File: src/clock_power_event_pkg.sv
// constants for the clock and power event unit
// assumes a 50 MHz bus clock and active-high synchronous reset
package clock_power_event_pkg;
  localparam int RATE_W = 8;
  localparam logic [7:0] RATE_RESET = 8'h00;
  localparam logic [2:0] WD_TIMEOUT_RESET = 3'h0;
  localparam logic WD_WINDOW_RESET = 1'b0;
  localparam int PRESCALE_W = 4;
  // periodic period in ticks of the selected source: (rate + 1) << PRESCALE_SHIFT
  localparam int PRESCALE_SHIFT = 4;
  localparam int MODE_W = 2;
  // bit positions of the write-one clear mask
  localparam int FLAG_PERIODIC_BIT = 0;
  localparam int FLAG_LOCK_BIT = 1;
  localparam int FLAG_OSC_BIT = 2;
  localparam int FLAG_LV_BIT = 3;
  localparam logic PLL_SELECT_RESET = 1'b1;
endpackage

File: src/clock_power_event_unit.sv
// periodic timer, lock, oscillator and low-voltage event flags, watchdog write-once
// assumes all status and tick inputs are synchronous to core_clk
`timescale 1ns/1ns

// Overview of operation
// - timer ticks from selected reference or oscillator
// - in stop, run only in pseudo-stop with oscillator
// - timeout sets flag, next period starts immediately
// - periodic request at selected rate when enabled
// - rate register write restarts the period
// - lock change either way sets lock flag
// - writing one clears lock flag
// - lock request gated by its enable
// - qualified stays zero while oscillator disabled
// - filter setting zero passes clock unfiltered
// - unfiltered qualification follows lock set
// - any qualified toggle sets oscillator flag
// - stop or disable changes are flagged too
// - lock loss clears qualified status
// - oscillator request gated by its enable
// - low-voltage status follows supply thresholds in FULL_PERFORMANCE_MODE
// - low-voltage change sets flag, gated request
// - watchdog config writable once then locked
// - bypass mode: qualification loss forces PLL select
module clock_power_event_unit
  import clock_power_event_pkg::*;
#(
  parameter int RATE_WIDTH = RATE_W
) (
  input wire logic core_clk,
  input wire logic reset,
  input wire logic internal_ref_tick,
  input wire logic oscillator_tick,
  input wire logic oscillator_clock_in,
  input wire logic periodic_osc_select,
  input wire logic stop_mode,
  input wire logic pseudo_stop_enable,
  input wire logic periodic_run_in_stop,
  input wire logic periodic_irq_enable,
  input wire logic rate_write,
  input wire logic [RATE_WIDTH-1:0] rate_wdata,
  input wire logic pll_lock,
  input wire logic pll_config_change,
  input wire logic lock_irq_enable,
  input wire logic ext_osc_enable,
  input wire logic [4:0] osc_spike_filter_setting,
  input wire logic osc_filter_qualified,
  input wire logic osc_irq_enable,
  input wire logic full_stop,
  input wire logic pll_bypass_mode,
  input wire logic pll_select_write,
  input wire logic pll_select_wdata,
  input wire logic full_performance_mode,
  input wire logic supply_below_assert,
  input wire logic supply_above_deassert,
  input wire logic low_voltage_irq_enable,
  input wire logic flag_clear_write,
  input wire logic [3:0] flag_clear_mask,
  input wire logic normal_mode,
  input wire logic watchdog_write,
  input wire logic watchdog_window_wdata,
  input wire logic [2:0] watchdog_timeout_wdata,
  output logic [RATE_WIDTH-1:0] periodic_rate_reg,
  output logic periodic_timeout_flag,
  output logic periodic_irq,
  output logic lock_status,
  output logic lock_change_flag,
  output logic lock_irq,
  output logic osc_qualified_status,
  output logic osc_status_change_flag,
  output logic osc_irq,
  output logic filtered_osc_clock,
  output logic low_voltage_status,
  output logic low_voltage_change_flag,
  output logic low_voltage_irq,
  output logic pll_clock_select,
  output logic watchdog_window_enable,
  output logic [2:0] watchdog_timeout_select,
  output logic watchdog_locked
);

  if (RATE_WIDTH < 1 || RATE_WIDTH > 16) begin : g_bad_width
    $error("RATE_WIDTH out of range");
  end

  // a zero shift would make the period only rate + 1 ticks and defeat the prescaler
  if (PRESCALE_SHIFT < 1 || PRESCALE_SHIFT > 8) begin : g_bad_shift
    $error("PRESCALE_SHIFT out of range");
  end

  localparam int CNT_W = RATE_WIDTH + PRESCALE_SHIFT;

  // periodic timer
  logic [CNT_W-1:0] periodic_count;
  logic [CNT_W-1:0] periodic_limit;
  logic periodic_tick;
  logic periodic_running;
  logic periodic_step;
  logic periodic_expire;

  // status history and change detection
  logic lock_seen;
  logic lock_changed;
  logic next_qualified;
  logic qual_seen;
  logic qual_changed;
  logic qual_lost;
  logic lv_seen;
  logic lv_changed;

  // write-one clear strobes, one per flag
  logic clear_periodic;
  logic clear_lock;
  logic clear_osc;
  logic clear_lv;
  logic watchdog_accept;

  // mask bit positions are shared with software through the package
  assign clear_periodic = flag_clear_write && flag_clear_mask[FLAG_PERIODIC_BIT];
  assign clear_lock = flag_clear_write && flag_clear_mask[FLAG_LOCK_BIT];
  assign clear_osc = flag_clear_write && flag_clear_mask[FLAG_OSC_BIT];
  assign clear_lv = flag_clear_write && flag_clear_mask[FLAG_LV_BIT];

  // low prescale bits all ones, so a period is (rate + 1) << shift ticks
  assign periodic_limit = {periodic_rate_reg, {PRESCALE_SHIFT{1'b1}}};
  assign periodic_tick = periodic_osc_select ? oscillator_tick : internal_ref_tick;
  // outside stop always runs; in stop only the pseudo-stop oscillator case keeps going
  assign periodic_running = !stop_mode ||
    (pseudo_stop_enable && periodic_osc_select && periodic_run_in_stop);
  assign periodic_step = periodic_running && periodic_tick;
  assign periodic_expire = periodic_step && (periodic_count == periodic_limit);

  assign lock_changed = lock_status != lock_seen;
  assign qual_changed = osc_qualified_status != qual_seen;
  assign qual_lost = qual_seen && !osc_qualified_status;
  assign lv_changed = low_voltage_status != lv_seen;
  assign watchdog_accept = watchdog_write && normal_mode && !watchdog_locked;

  always_ff @(posedge core_clk) begin
    if (reset) begin
      periodic_rate_reg <= RATE_WIDTH'(RATE_RESET);
    end else if (rate_write) begin
      periodic_rate_reg <= rate_wdata;
    end
  end

  // a rate write restarts the period even in the cycle of a timeout
  always_ff @(posedge core_clk) begin
    if (reset) begin
      periodic_count <= '0;
    end else if (rate_write) begin
      periodic_count <= '0;
    end else if (periodic_expire) begin
      periodic_count <= '0;
    end else if (periodic_step) begin
      periodic_count <= periodic_count + 1'b1;
    end
  end

  // set wins over a simultaneous write-one clear on every flag
  always_ff @(posedge core_clk) begin
    if (reset) begin
      periodic_timeout_flag <= 1'b0;
    end else if (periodic_expire) begin
      periodic_timeout_flag <= 1'b1;
    end else if (clear_periodic) begin
      periodic_timeout_flag <= 1'b0;
    end
  end

  // config change drops lock at once rather than waiting for the loop to notice
  always_ff @(posedge core_clk) begin
    if (reset) begin
      lock_status <= 1'b0;
    end else begin
      lock_status <= pll_lock && !pll_config_change;
    end
  end

  // seen copies lag their status by one edge, so a change shows for one cycle
  always_ff @(posedge core_clk) begin
    if (reset) begin
      lock_seen <= 1'b0;
    end else begin
      lock_seen <= lock_status;
    end
  end

  always_ff @(posedge core_clk) begin
    if (reset) begin
      lock_change_flag <= 1'b0;
    end else if (lock_changed) begin
      lock_change_flag <= 1'b1;
    end else if (clear_lock) begin
      lock_change_flag <= 1'b0;
    end
  end

  // with filter off qualification waits on lock; with filter on the filter's verdict
  // also needs lock since the filter runs from the PLL
  always_comb begin
    next_qualified = 1'b0;
    if (ext_osc_enable && !full_stop && lock_status && !pll_config_change) begin
      if (osc_spike_filter_setting == 5'h00) begin
        next_qualified = 1'b1;
      end else begin
        next_qualified = osc_filter_qualified;
      end
    end
  end

  always_ff @(posedge core_clk) begin
    if (reset) begin
      osc_qualified_status <= 1'b0;
    end else begin
      osc_qualified_status <= next_qualified;
    end
  end

  // qualification history feeds both the flag and the bypass fallback
  always_ff @(posedge core_clk) begin
    if (reset) begin
      qual_seen <= 1'b0;
    end else begin
      qual_seen <= osc_qualified_status;
    end
  end

  // registered pass-through; only the unfiltered case is modelled here
  always_ff @(posedge core_clk) begin
    if (reset) begin
      filtered_osc_clock <= 1'b0;
    end else begin
      filtered_osc_clock <= ext_osc_enable && oscillator_clock_in;
    end
  end

  always_ff @(posedge core_clk) begin
    if (reset) begin
      osc_status_change_flag <= 1'b0;
    end else if (qual_changed) begin
      osc_status_change_flag <= 1'b1;
    end else if (clear_osc) begin
      osc_status_change_flag <= 1'b0;
    end
  end

  // status holds outside full performance mode; between thresholds it keeps its value
  always_ff @(posedge core_clk) begin
    if (reset) begin
      low_voltage_status <= 1'b0;
    end else if (full_performance_mode && supply_below_assert) begin
      low_voltage_status <= 1'b1;
    end else if (full_performance_mode && supply_above_deassert) begin
      low_voltage_status <= 1'b0;
    end
  end

  always_ff @(posedge core_clk) begin
    if (reset) begin
      lv_seen <= 1'b0;
    end else begin
      lv_seen <= low_voltage_status;
    end
  end

  always_ff @(posedge core_clk) begin
    if (reset) begin
      low_voltage_change_flag <= 1'b0;
    end else if (lv_changed) begin
      low_voltage_change_flag <= 1'b1;
    end else if (clear_lv) begin
      low_voltage_change_flag <= 1'b0;
    end
  end

  // requests registered so each is flag and enable one cycle later
  always_ff @(posedge core_clk) begin
    if (reset) begin
      periodic_irq <= 1'b0;
    end else begin
      periodic_irq <= periodic_timeout_flag && periodic_irq_enable;
    end
  end

  always_ff @(posedge core_clk) begin
    if (reset) begin
      lock_irq <= 1'b0;
    end else begin
      lock_irq <= lock_change_flag && lock_irq_enable;
    end
  end

  always_ff @(posedge core_clk) begin
    if (reset) begin
      osc_irq <= 1'b0;
    end else begin
      osc_irq <= osc_status_change_flag && osc_irq_enable;
    end
  end

  always_ff @(posedge core_clk) begin
    if (reset) begin
      low_voltage_irq <= 1'b0;
    end else begin
      low_voltage_irq <= low_voltage_change_flag && low_voltage_irq_enable;
    end
  end

  // pll select resets to one; loss of qualification in bypass forces it back
  always_ff @(posedge core_clk) begin
    if (reset) begin
      pll_clock_select <= PLL_SELECT_RESET;
    end else if (pll_bypass_mode && qual_lost) begin
      pll_clock_select <= 1'b1;
    end else if (pll_select_write) begin
      pll_clock_select <= pll_select_wdata;
    end
  end

  // a runaway program cannot retune the watchdog once software has written it
  always_ff @(posedge core_clk) begin
    if (reset) begin
      watchdog_window_enable <= WD_WINDOW_RESET;
      watchdog_timeout_select <= WD_TIMEOUT_RESET;
    end else if (watchdog_accept) begin
      watchdog_window_enable <= watchdog_window_wdata;
      watchdog_timeout_select <= watchdog_timeout_wdata;
    end
  end

  // only a reset unlocks; software has no way back
  always_ff @(posedge core_clk) begin
    if (reset) begin
      watchdog_locked <= 1'b0;
    end else if (watchdog_accept) begin
      watchdog_locked <= 1'b1;
    end
  end

endmodule

File: config.mk
export PLATFORM = sky130hd
export DESIGN_NAME = clock_power_event_unit
export DESIGN_NICKNAME = d
export VERILOG_FILES = /design/src/clock_power_event_pkg.sv /design/src/clock_power_event_unit.sv
export SDC_FILE = /design/constraint.sdc
export NUM_CORES = 1
export LEC_CHECK = 0
export BUFFER_PORTS_ARGS = -buffer_cell sky130_fd_sc_hd__buf_2
export CORE_MARGIN = 2
export CORE_UTILIZATION = 47
export DETAILED_ROUTE_END_ITERATION = 8
export PLACE_DENSITY = 0.76
export RECOVER_POWER = 100
export SYNTH_ARGS = -nofsm -noshare
export SYNTH_HDL_FRONTEND = slang
export SYNTH_SLANG_ARGS = --single-unit
File: constraint.sdc
create_clock -name core_clk -period 2.3 [get_ports core_clk]
set_clock_uncertainty 0.2 [all_clocks]
set_input_delay 0 -clock core_clk [delete_from_list [all_inputs] [get_ports core_clk]]
set_output_delay 0 -clock core_clk [all_outputs]
set_load 0.01 [all_outputs]
==> results of run 1 <==
[metrics by stage]
stage	utilization (%)	instances	setup WS (ns)	area (um^2)	hold WS (ns)
after detailed placement	59.94	307	0.2533	2211	-0.02337
after global placement	59.94	307	0.2985	2211	-0.02643
after CTS	77.20	367	0.06257	2848	0.00003905
final	76.32	367	0.09394	2815	-0.01207
after floorplan	-	191	0.4822	1818	-0.1228
after global routing	76.32	367	0.01639	2815	0.004718
[cells by family (layout without fill, tap and decap cells)]
| logic type | Yosys count | count (layout) | share of synthesized area (%) |
|---|---|---|---|
| compound gates | 34 | 34 | 13.08 |
| xor+xnor | 12 | 12 | 8.053 |
| mux | 14 | 14 | 7.708 |
| simple gates | 77 | 77 | 21.54 |
| buf+inv | 11 | 139 | 3.097 |
| flops | 41 | 41 | 45.15 |
| fa+ha+maj | 2 | 2 | 1.376 |
[worst max-delay path by stage]
stage,start,endpoint,depth (start not counted)
finish,rate_write,periodic_rate_reg[1]$_SDFFE_PP0P_,6
global route,rate_write,periodic_rate_reg[1]$_SDFFE_PP0P_,6
CTS,rate_write,periodic_rate_reg[2]$_SDFFE_PP0P_,6
detailed placement,periodic_count[0]$_SDFFE_PP0P_,periodic_count[0]$_SDFFE_PP0P_,5
global placement,periodic_count[0]$_SDFFE_PP0P_,periodic_count[1]$_SDFFE_PP0P_,5
floorplan,periodic_count[0]$_SDFFE_PP0P_,periodic_count[0]$_SDFFE_PP0P_,6
[cell usage after synthesis (2+ instances only)]
cell type   n
o41ai_1     2
buf_6       2
nand3_1     5
xnor2_1     6
ha_1        2
nor2b_1     2
mux2i_1    14
a22oi_1     2
a21oi_1    14
nor3_1      4
nor2_1     29
o21ai_0     5
xnor2_2     3
nand4_1     4
o211ai_1    3
or3_1       6
inv_1       5
and4_1      2
clkbuf_1    4
dfxtp_1    41
nand2_1    17
xor2_1      2
[power groups by stage]
stage / Sequential [mW] / Combinational, mW / Clock (mW)
finish: 0.751 / 0.250 / 0.595
global placement: 0.766 / 0.166 / 0
floorplan: 0.775 / 0.0826 / 0
detailed placement: 0.766 / 0.168 / 0
global route: 0.754 / 0.270 / 0.637
CTS: 0.750 / 0.243 / 0.592
[cell type report]
type	instances	area, um^2	share of cell area [%]
multi-input combinational	139	940.9	33.42
timing repair buffer	126	858.3	30.49
sequential	41	820.8	29.16
clock buffer	7	86.33	3.067
tap	48	60.06	2.133
clock inverter	1	30.03	1.067
inverter	5	18.77	0.6667
[repair_timing]
item | in CTS | in global routing
hold buffers | 52 | 0
buffers inserted | 0 | 0
endpoints found under the setup margin | 0 | 3
resized for setup | 0 | 2
hold endpoints to repair | 27 | 0
[critical path, cell delays in order]
cell	delay (ns)
dlygate4sd3_1	0.54
buf_4	0.23
mux2i_1	0.21
dlygate4sd3_1	0.58
nor2_1	0.04
dlygate4sd3_1	0.57
[metal layers]
layer,vias to the layer above,global-route usage (%),wire (um)
li1,933,-,-
met1,859,26.28,1903
met2,77,49.75,3020
met3,14,5.792,280
met4,0,10.20,116
met5,-,0,0
==> summary.txt, run 1 <==
Synthesis
  • Top cells by area, synth: dfxtp_1 45%, mux2i_1 7.7%, nor2_1 6.0%, a21oi_1 3.9%, nand2_1 3.5%
  • Post-synth EDFFs: 0
  • Synth Net Count: 242
  • Dominant cell type by area after synthesis: dfxtp_1
  • Commonest register cell after synthesis: dfxtp_1
  • Post-Syn Area: 1818 um^2
  • Post-synthesis register bit count: 41
  • YS warnings: 0
  • Share of the synthesized area in the top cell type: a little under half
  • Yosys cell types: 39
  • Seq/Total Area, Yosys: between 40% and 50%
  • Async SR Flop Fraction: 0%
  • Mapped Cells: about 190
  • Syn Area/Cell: 9.518 um^2

Routing
  • DRT antenna net count: 0
  • Total Wirelength: about 5300 um
  • DR WL/cell: about 14 um
  • Via Count: 1883
  • Initial DRT Pass Iterations: 4
  • Number of DRC markers in iteration 0: 76
  • DR DRC count: 0
  • Vias/cell: 5.131

Pwr
  • Pwr dens: ~570 nW/um^2
  • Leak: 1.147 nW
  • Seq pwr share: 47.1%
  • Overall power: 1.596 mW
  • Worst IR Drop VDD: roughly 510 uV
  • P_int: around 1.2 mW
  • Switching pwr: 0.3667 mW
  • Net Sw Frac: 22.98%
  • Clock power share: 37.3%
  • Comb pwr share: between 10% and 20%

Hold path
  • Worst Hold Path Cells: 2
  • Hold EP: watchdog_timeout_select[1]$_SDFFE_PP0P_
  • Tightest Hold Check Type: in -> reg
  • Min-delay src: reset

Global route
  • Global-route wire length before repair: 8500 um
  • Initial antenna violation count: 0
  • Vias in the first global route: approximately 1900
  • Grt ovf: 0
  • Largest net degree at the start of global routing: 33
  • GR Util All Layers: around 26%

Placed design
  • Port bufs: 74
  • Hpwl dp: 2856 um
  • RD Place Congestion: just under 0.8

STA
  • Final setup violation count: 0
  • Final Hold Slack: -0.01207 ns
  • Slew margin rel.: 60.73%
  • Slew Viols, Final: 0
  • Final Hold Vio Count: 9
  • RSZ-0062 raised after global routing: false
  • Slew @ Worst Pin: 0.5870 ns
  • Period minus WS final: 2.206 ns
  • TNS Setup: 0 ns
  • Final period utilization: 95.92%
  • Max Fclk: between 400 and 500 MHz

Setup path
  • Worst Setup Start Kind: input pin
  • R2r setup slk: 0.22 ns
  • Reg2Reg Depth: 5
  • Worst Path Arrival: 2.18 ns
  • Crit path required time: 2.28 ns
  • Critical path peak fanout: 12
  • Critical path type: in -> reg
  • Worst r2r src: periodic_count[0]$_SDFFE_PP0P_
  • Worst reg2reg path endpoint: periodic_count[0]$_SDFFE_PP0P_
  • Setup crit end kind: register

Die
  • Site Rows: 22
  • Starting density of the core: 49.29%
  • Die W: 66.20 um
  • I/O pins: 75
  • Die Area: 4382 um^2
  • Core area: about 3700 um^2
  • Die H: 66.20 um

Clock network
  • TritonCTS clock tree: built
  • H-tree depth: 2
  • CTS Sinks: 41
  • CTS clock-pin slew for the worst setup and hold paths: 0.08 ns
  • Longest Clk Path Bufs: 2
  • Cts bufs inserted: 5
  • Clk root buf: clkbuf_8
  • Worst-skew pair later-pin latency: 0.29 ns

Run status
  • Failing checks: hold timing
  • Status: finished, violations left

Cells and area
  • FILL cells: 257
  • Most common cell after layout, fill and taps aside: dlygate4sd3_1
  • Largest register FFs: 12
  • Diodes inserted: 0
  • Fin nets: roughly 370
  • Area Overhead vs Synth: 54.85%
  • Commonest cells after routing, fill and taps aside: 52 x dlygate4sd3_1, 45 x buf_2, 41 x dfxtp_1, 29 x nor2_1, 29 x clkbuf_1
  • Layout cells sized above 1: roughly a fifth

Job
  • Max_cap viols: 0
(Power assumes the default switching activity.)
==> run 2, diff against run 1 <==
--- a/config.mk
+++ b/config.mk
@@ -11,6 +11,7 @@
 export DETAILED_ROUTE_END_ITERATION = 8
 export PLACE_DENSITY = 0.76
 export RECOVER_POWER = 100
+export SLEW_MARGIN = 20
 export SYNTH_ARGS = -nofsm -noshare
 export SYNTH_HDL_FRONTEND = slang
 export SYNTH_SLANG_ARGS = --single-unit
==> constraint.sdc (replaced) <==
create_clock -name core_clk -period 2.3 [get_ports core_clk]
set_clock_uncertainty 0.2 [all_clocks]
set_input_delay 0.115 -clock core_clk [delete_from_list [all_inputs] [get_ports core_clk]]
set_output_delay 0.115 -clock core_clk [all_outputs]
set_load 0.01 [all_outputs]
==> summary.txt, run 2 (synthesized netlist as in run 1, its figures left out) <==
Clock network
  • Clk root buf: clkbuf_8
  • TritonCTS clock tree: built
  • H-tree depth: 2 (unchanged)
  • CTS clock-pin slew for the worst setup and hold paths: 0.07 ns (about the same)
  • Post-CTS sizing: 0 (unchanged)
  • CTS Sinks: 41 (unchanged)
  • Longest Clk Path Bufs: 2 (unchanged)
  • Cts bufs inserted: 5 (unchanged)
  • Worst-skew pair later-pin latency: 0.28 ns (about the same)

Placed design
  • Placed Cells incl. Taps: 307 (unchanged)
  • Placed cell areas: 2211 um^2 (unchanged)
  • Port bufs: 74 (unchanged)
  • Hpwl dp: 2856 um (unchanged)
  • RD Place Congestion: 0.7797 (unchanged)

Global route
  • Grt ovf: 0 (unchanged)
  • Global-route wire length before repair: 7721 um (-9.2%)
  • Vias in the first global route: 1738 (-9.8%)
  • GR Util All Layers: 23.48% (-2.3 points)
  • Initial antenna violation count: 0 (unchanged)
  • Largest net degree at the start of global routing: 33 (unchanged)

STA
  • Slew @ Worst Pin: 0.6351 ns (+0.04806 ns)
  • Final Hold Vio Count: 0 (-9)
  • Final setup violation count: 0 (unchanged)
  • Final period utilization: 90.90% (-5.0 points)
  • Period minus WS final: 2.091 ns (-0.1153 ns)
  • Slew margin rel.: 57.66% (-3.1 points)
  • Slew Viols, Final: 0 (unchanged)
  • Max Fclk: 478.3 MHz (+5.5%)
  • RSZ-0062 raised after global routing: false
  • TNS Setup: 0 ns (unchanged)

Cells and area
  • FILL cells: 274 (+6.6%)
  • Area Overhead vs Synth: 46.46%
  • Design area: 2663 um^2 (-5.4%)
  • Fin cells: 352 (-4.1%)
  • Most common cell after layout, fill and taps aside: buf_2
  • Layout cells sized above 1: 20.39% (+0.96 points)
  • Largest register FFs: 12 (unchanged)
  • Diodes inserted: 0 (unchanged)
  • Final core occ: 72.18% (-4.1 points)
  • Commonest cells after routing, fill and taps aside: 45 x buf_2, 41 x dfxtp_1, 37 x dlygate4sd3_1, 29 x nor2_1, 29 x clkbuf_1
  • Fin nets: 354 (-4.1%)

Setup path
  • Worst Path Arrival: 2.05 ns (-0.13 ns)
  • Setup crit end kind: register
  • Worst Setup Start Kind: input pin
  • Crit path required time: 2.26 ns (-0.02 ns)
  • Critical path type: in -> reg
  • Worst r2r src: periodic_count[0]$_SDFFE_PP0P_
  • Worst reg2reg path endpoint: periodic_count[0]$_SDFFE_PP0P_
  • Critical path peak fanout: 1 (-11)
  • Reg2Reg Depth: 5 (unchanged)
  • R2r setup slk: 0.24 ns (+0.02 ns)

Job
  • Max_cap viols: 0 (unchanged)

Pwr
  • Leak: 1.077 nW (-6.1%)
  • Pwr dens: 584.1 nW/um^2 (+3.0%)
  • Overall power: 1.555 mW (-2.6%)
  • Worst IR Drop VDD: 515.3 uV (+0.72%)

Routing
  • Vias/cell: 5.060 (-1.4%)
  • DR WL/cell: 13.87 um (-4.3%)
  • Number of DRC markers in iteration 0: 85 (+12%)
  • Total Wirelength: 4882 um (-8.2%)
  • Via Count: 1781 (-5.4%)
  • DRT antenna net count: 0 (unchanged)
  • Initial DRT Pass Iterations: 4 (unchanged)
  • DR DRC count: 0 (unchanged)

Die
  • Site Rows: 22 (unchanged)
  • Die W: 66.20 um (unchanged)
  • I/O pins: 75 (unchanged)
  • Die H: 66.20 um (unchanged)
  • Die Area: 4382 um^2 (unchanged)
  • Core area: 3689 um^2 (unchanged)
  • Starting density of the core: 49.29% (unchanged)

Run status
  • Status: finished, final reports clean

Hold path
  • Worst Hold Path Cells: 2 (unchanged)
  • Tightest Hold Check Type: in -> reg
  • Hold EP: periodic_count[2]$_SDFFE_PP0P_
  • Min-delay src: rate_write
-- run 2: how the worst max path moves through the flow --
stage               slack [ns]  depth (start not counted)                      startpoint                              to
detailed placement        0.25                          5  periodic_count[0]$_SDFFE_PP0P_  periodic_count[0]$_SDFFE_PP0P_
CTS                       0.24                          5  periodic_count[0]$_SDFFE_PP0P_  periodic_count[0]$_SDFFE_PP0P_
floorplan                 0.48                          6  periodic_count[0]$_SDFFE_PP0P_  periodic_count[0]$_SDFFE_PP0P_
global route              0.06                          5  periodic_count[0]$_SDFFE_PP0P_  periodic_count[1]$_SDFFE_PP0P_
global placement          0.30                          5  periodic_count[0]$_SDFFE_PP0P_  periodic_count[1]$_SDFFE_PP0P_
finish                    0.21                          6                pll_select_wdata   pll_clock_select$_SDFFE_PP1P_
-- run 2: timing repair --
item | in CTS | in global routing
setup buffers | 0 | 0
endpoints found under the setup margin | 0 | 0
hold buffers | 37 | 0
endpoints found under the hold margin | 26 | 0
-- run 2: routing by layer --
metal / global-route usage, % / wire (um) / vias to the layer above / part of all wire, %
li1: - / - / 895 / -
met1: 25.03 / 1830 / 819 / 37
met2: 45.00 / 2713 / 61 / 56
met3: 5.792 / 287 / 6 / 5.9
met4: 6.633 / 51 / 0 / 1.0
met5: 0 / 0 / - / 0
-- run 2: cell type report --
type / instances / area, um^2 / share of cell area [%]
tap: 48 / 60.06 / 2.256
timing repair buffer: 111 / 705.7 / 26.50
clock inverter: 1 / 30.03 / 1.128
inverter: 5 / 18.77 / 0.7049
clock buffer: 7 / 86.33 / 3.242
multi-input combinational: 139 / 940.9 / 35.34
sequential: 41 / 820.8 / 30.83
-- run 2: where the power goes --
part	switching, mW	internal, mW	leakage [nW]
Sequential	0.0191	0.732	0.334
Clock	0.230	0.354	0.0585
Combinational	0.0995	0.121	0.684
Total	0.348	1.21	1.08
-- run 2: worst max-delay path: stages --
cell and delay [ns]:
dlygate4sd3_1 0.54, buf_2 0.12, mux2i_1 0.12, dlygate4sd3_1 0.56
nand2_1 0.05, dlygate4sd3_1 0.55
-- run 2: metrics by stage --
| stage | worst slack, ns | hold WS [ns] |
|---|---|---|
| finish | 0.2092 | 0.07937 |
| floorplan | 0.4822 | -0.007762 |
| global route | 0.06488 | 0.07861 |
| global placement | 0.2985 | 0.08857 |
| detailed placement | 0.2533 | 0.09163 |
| CTS | 0.2377 | 0.06602 |
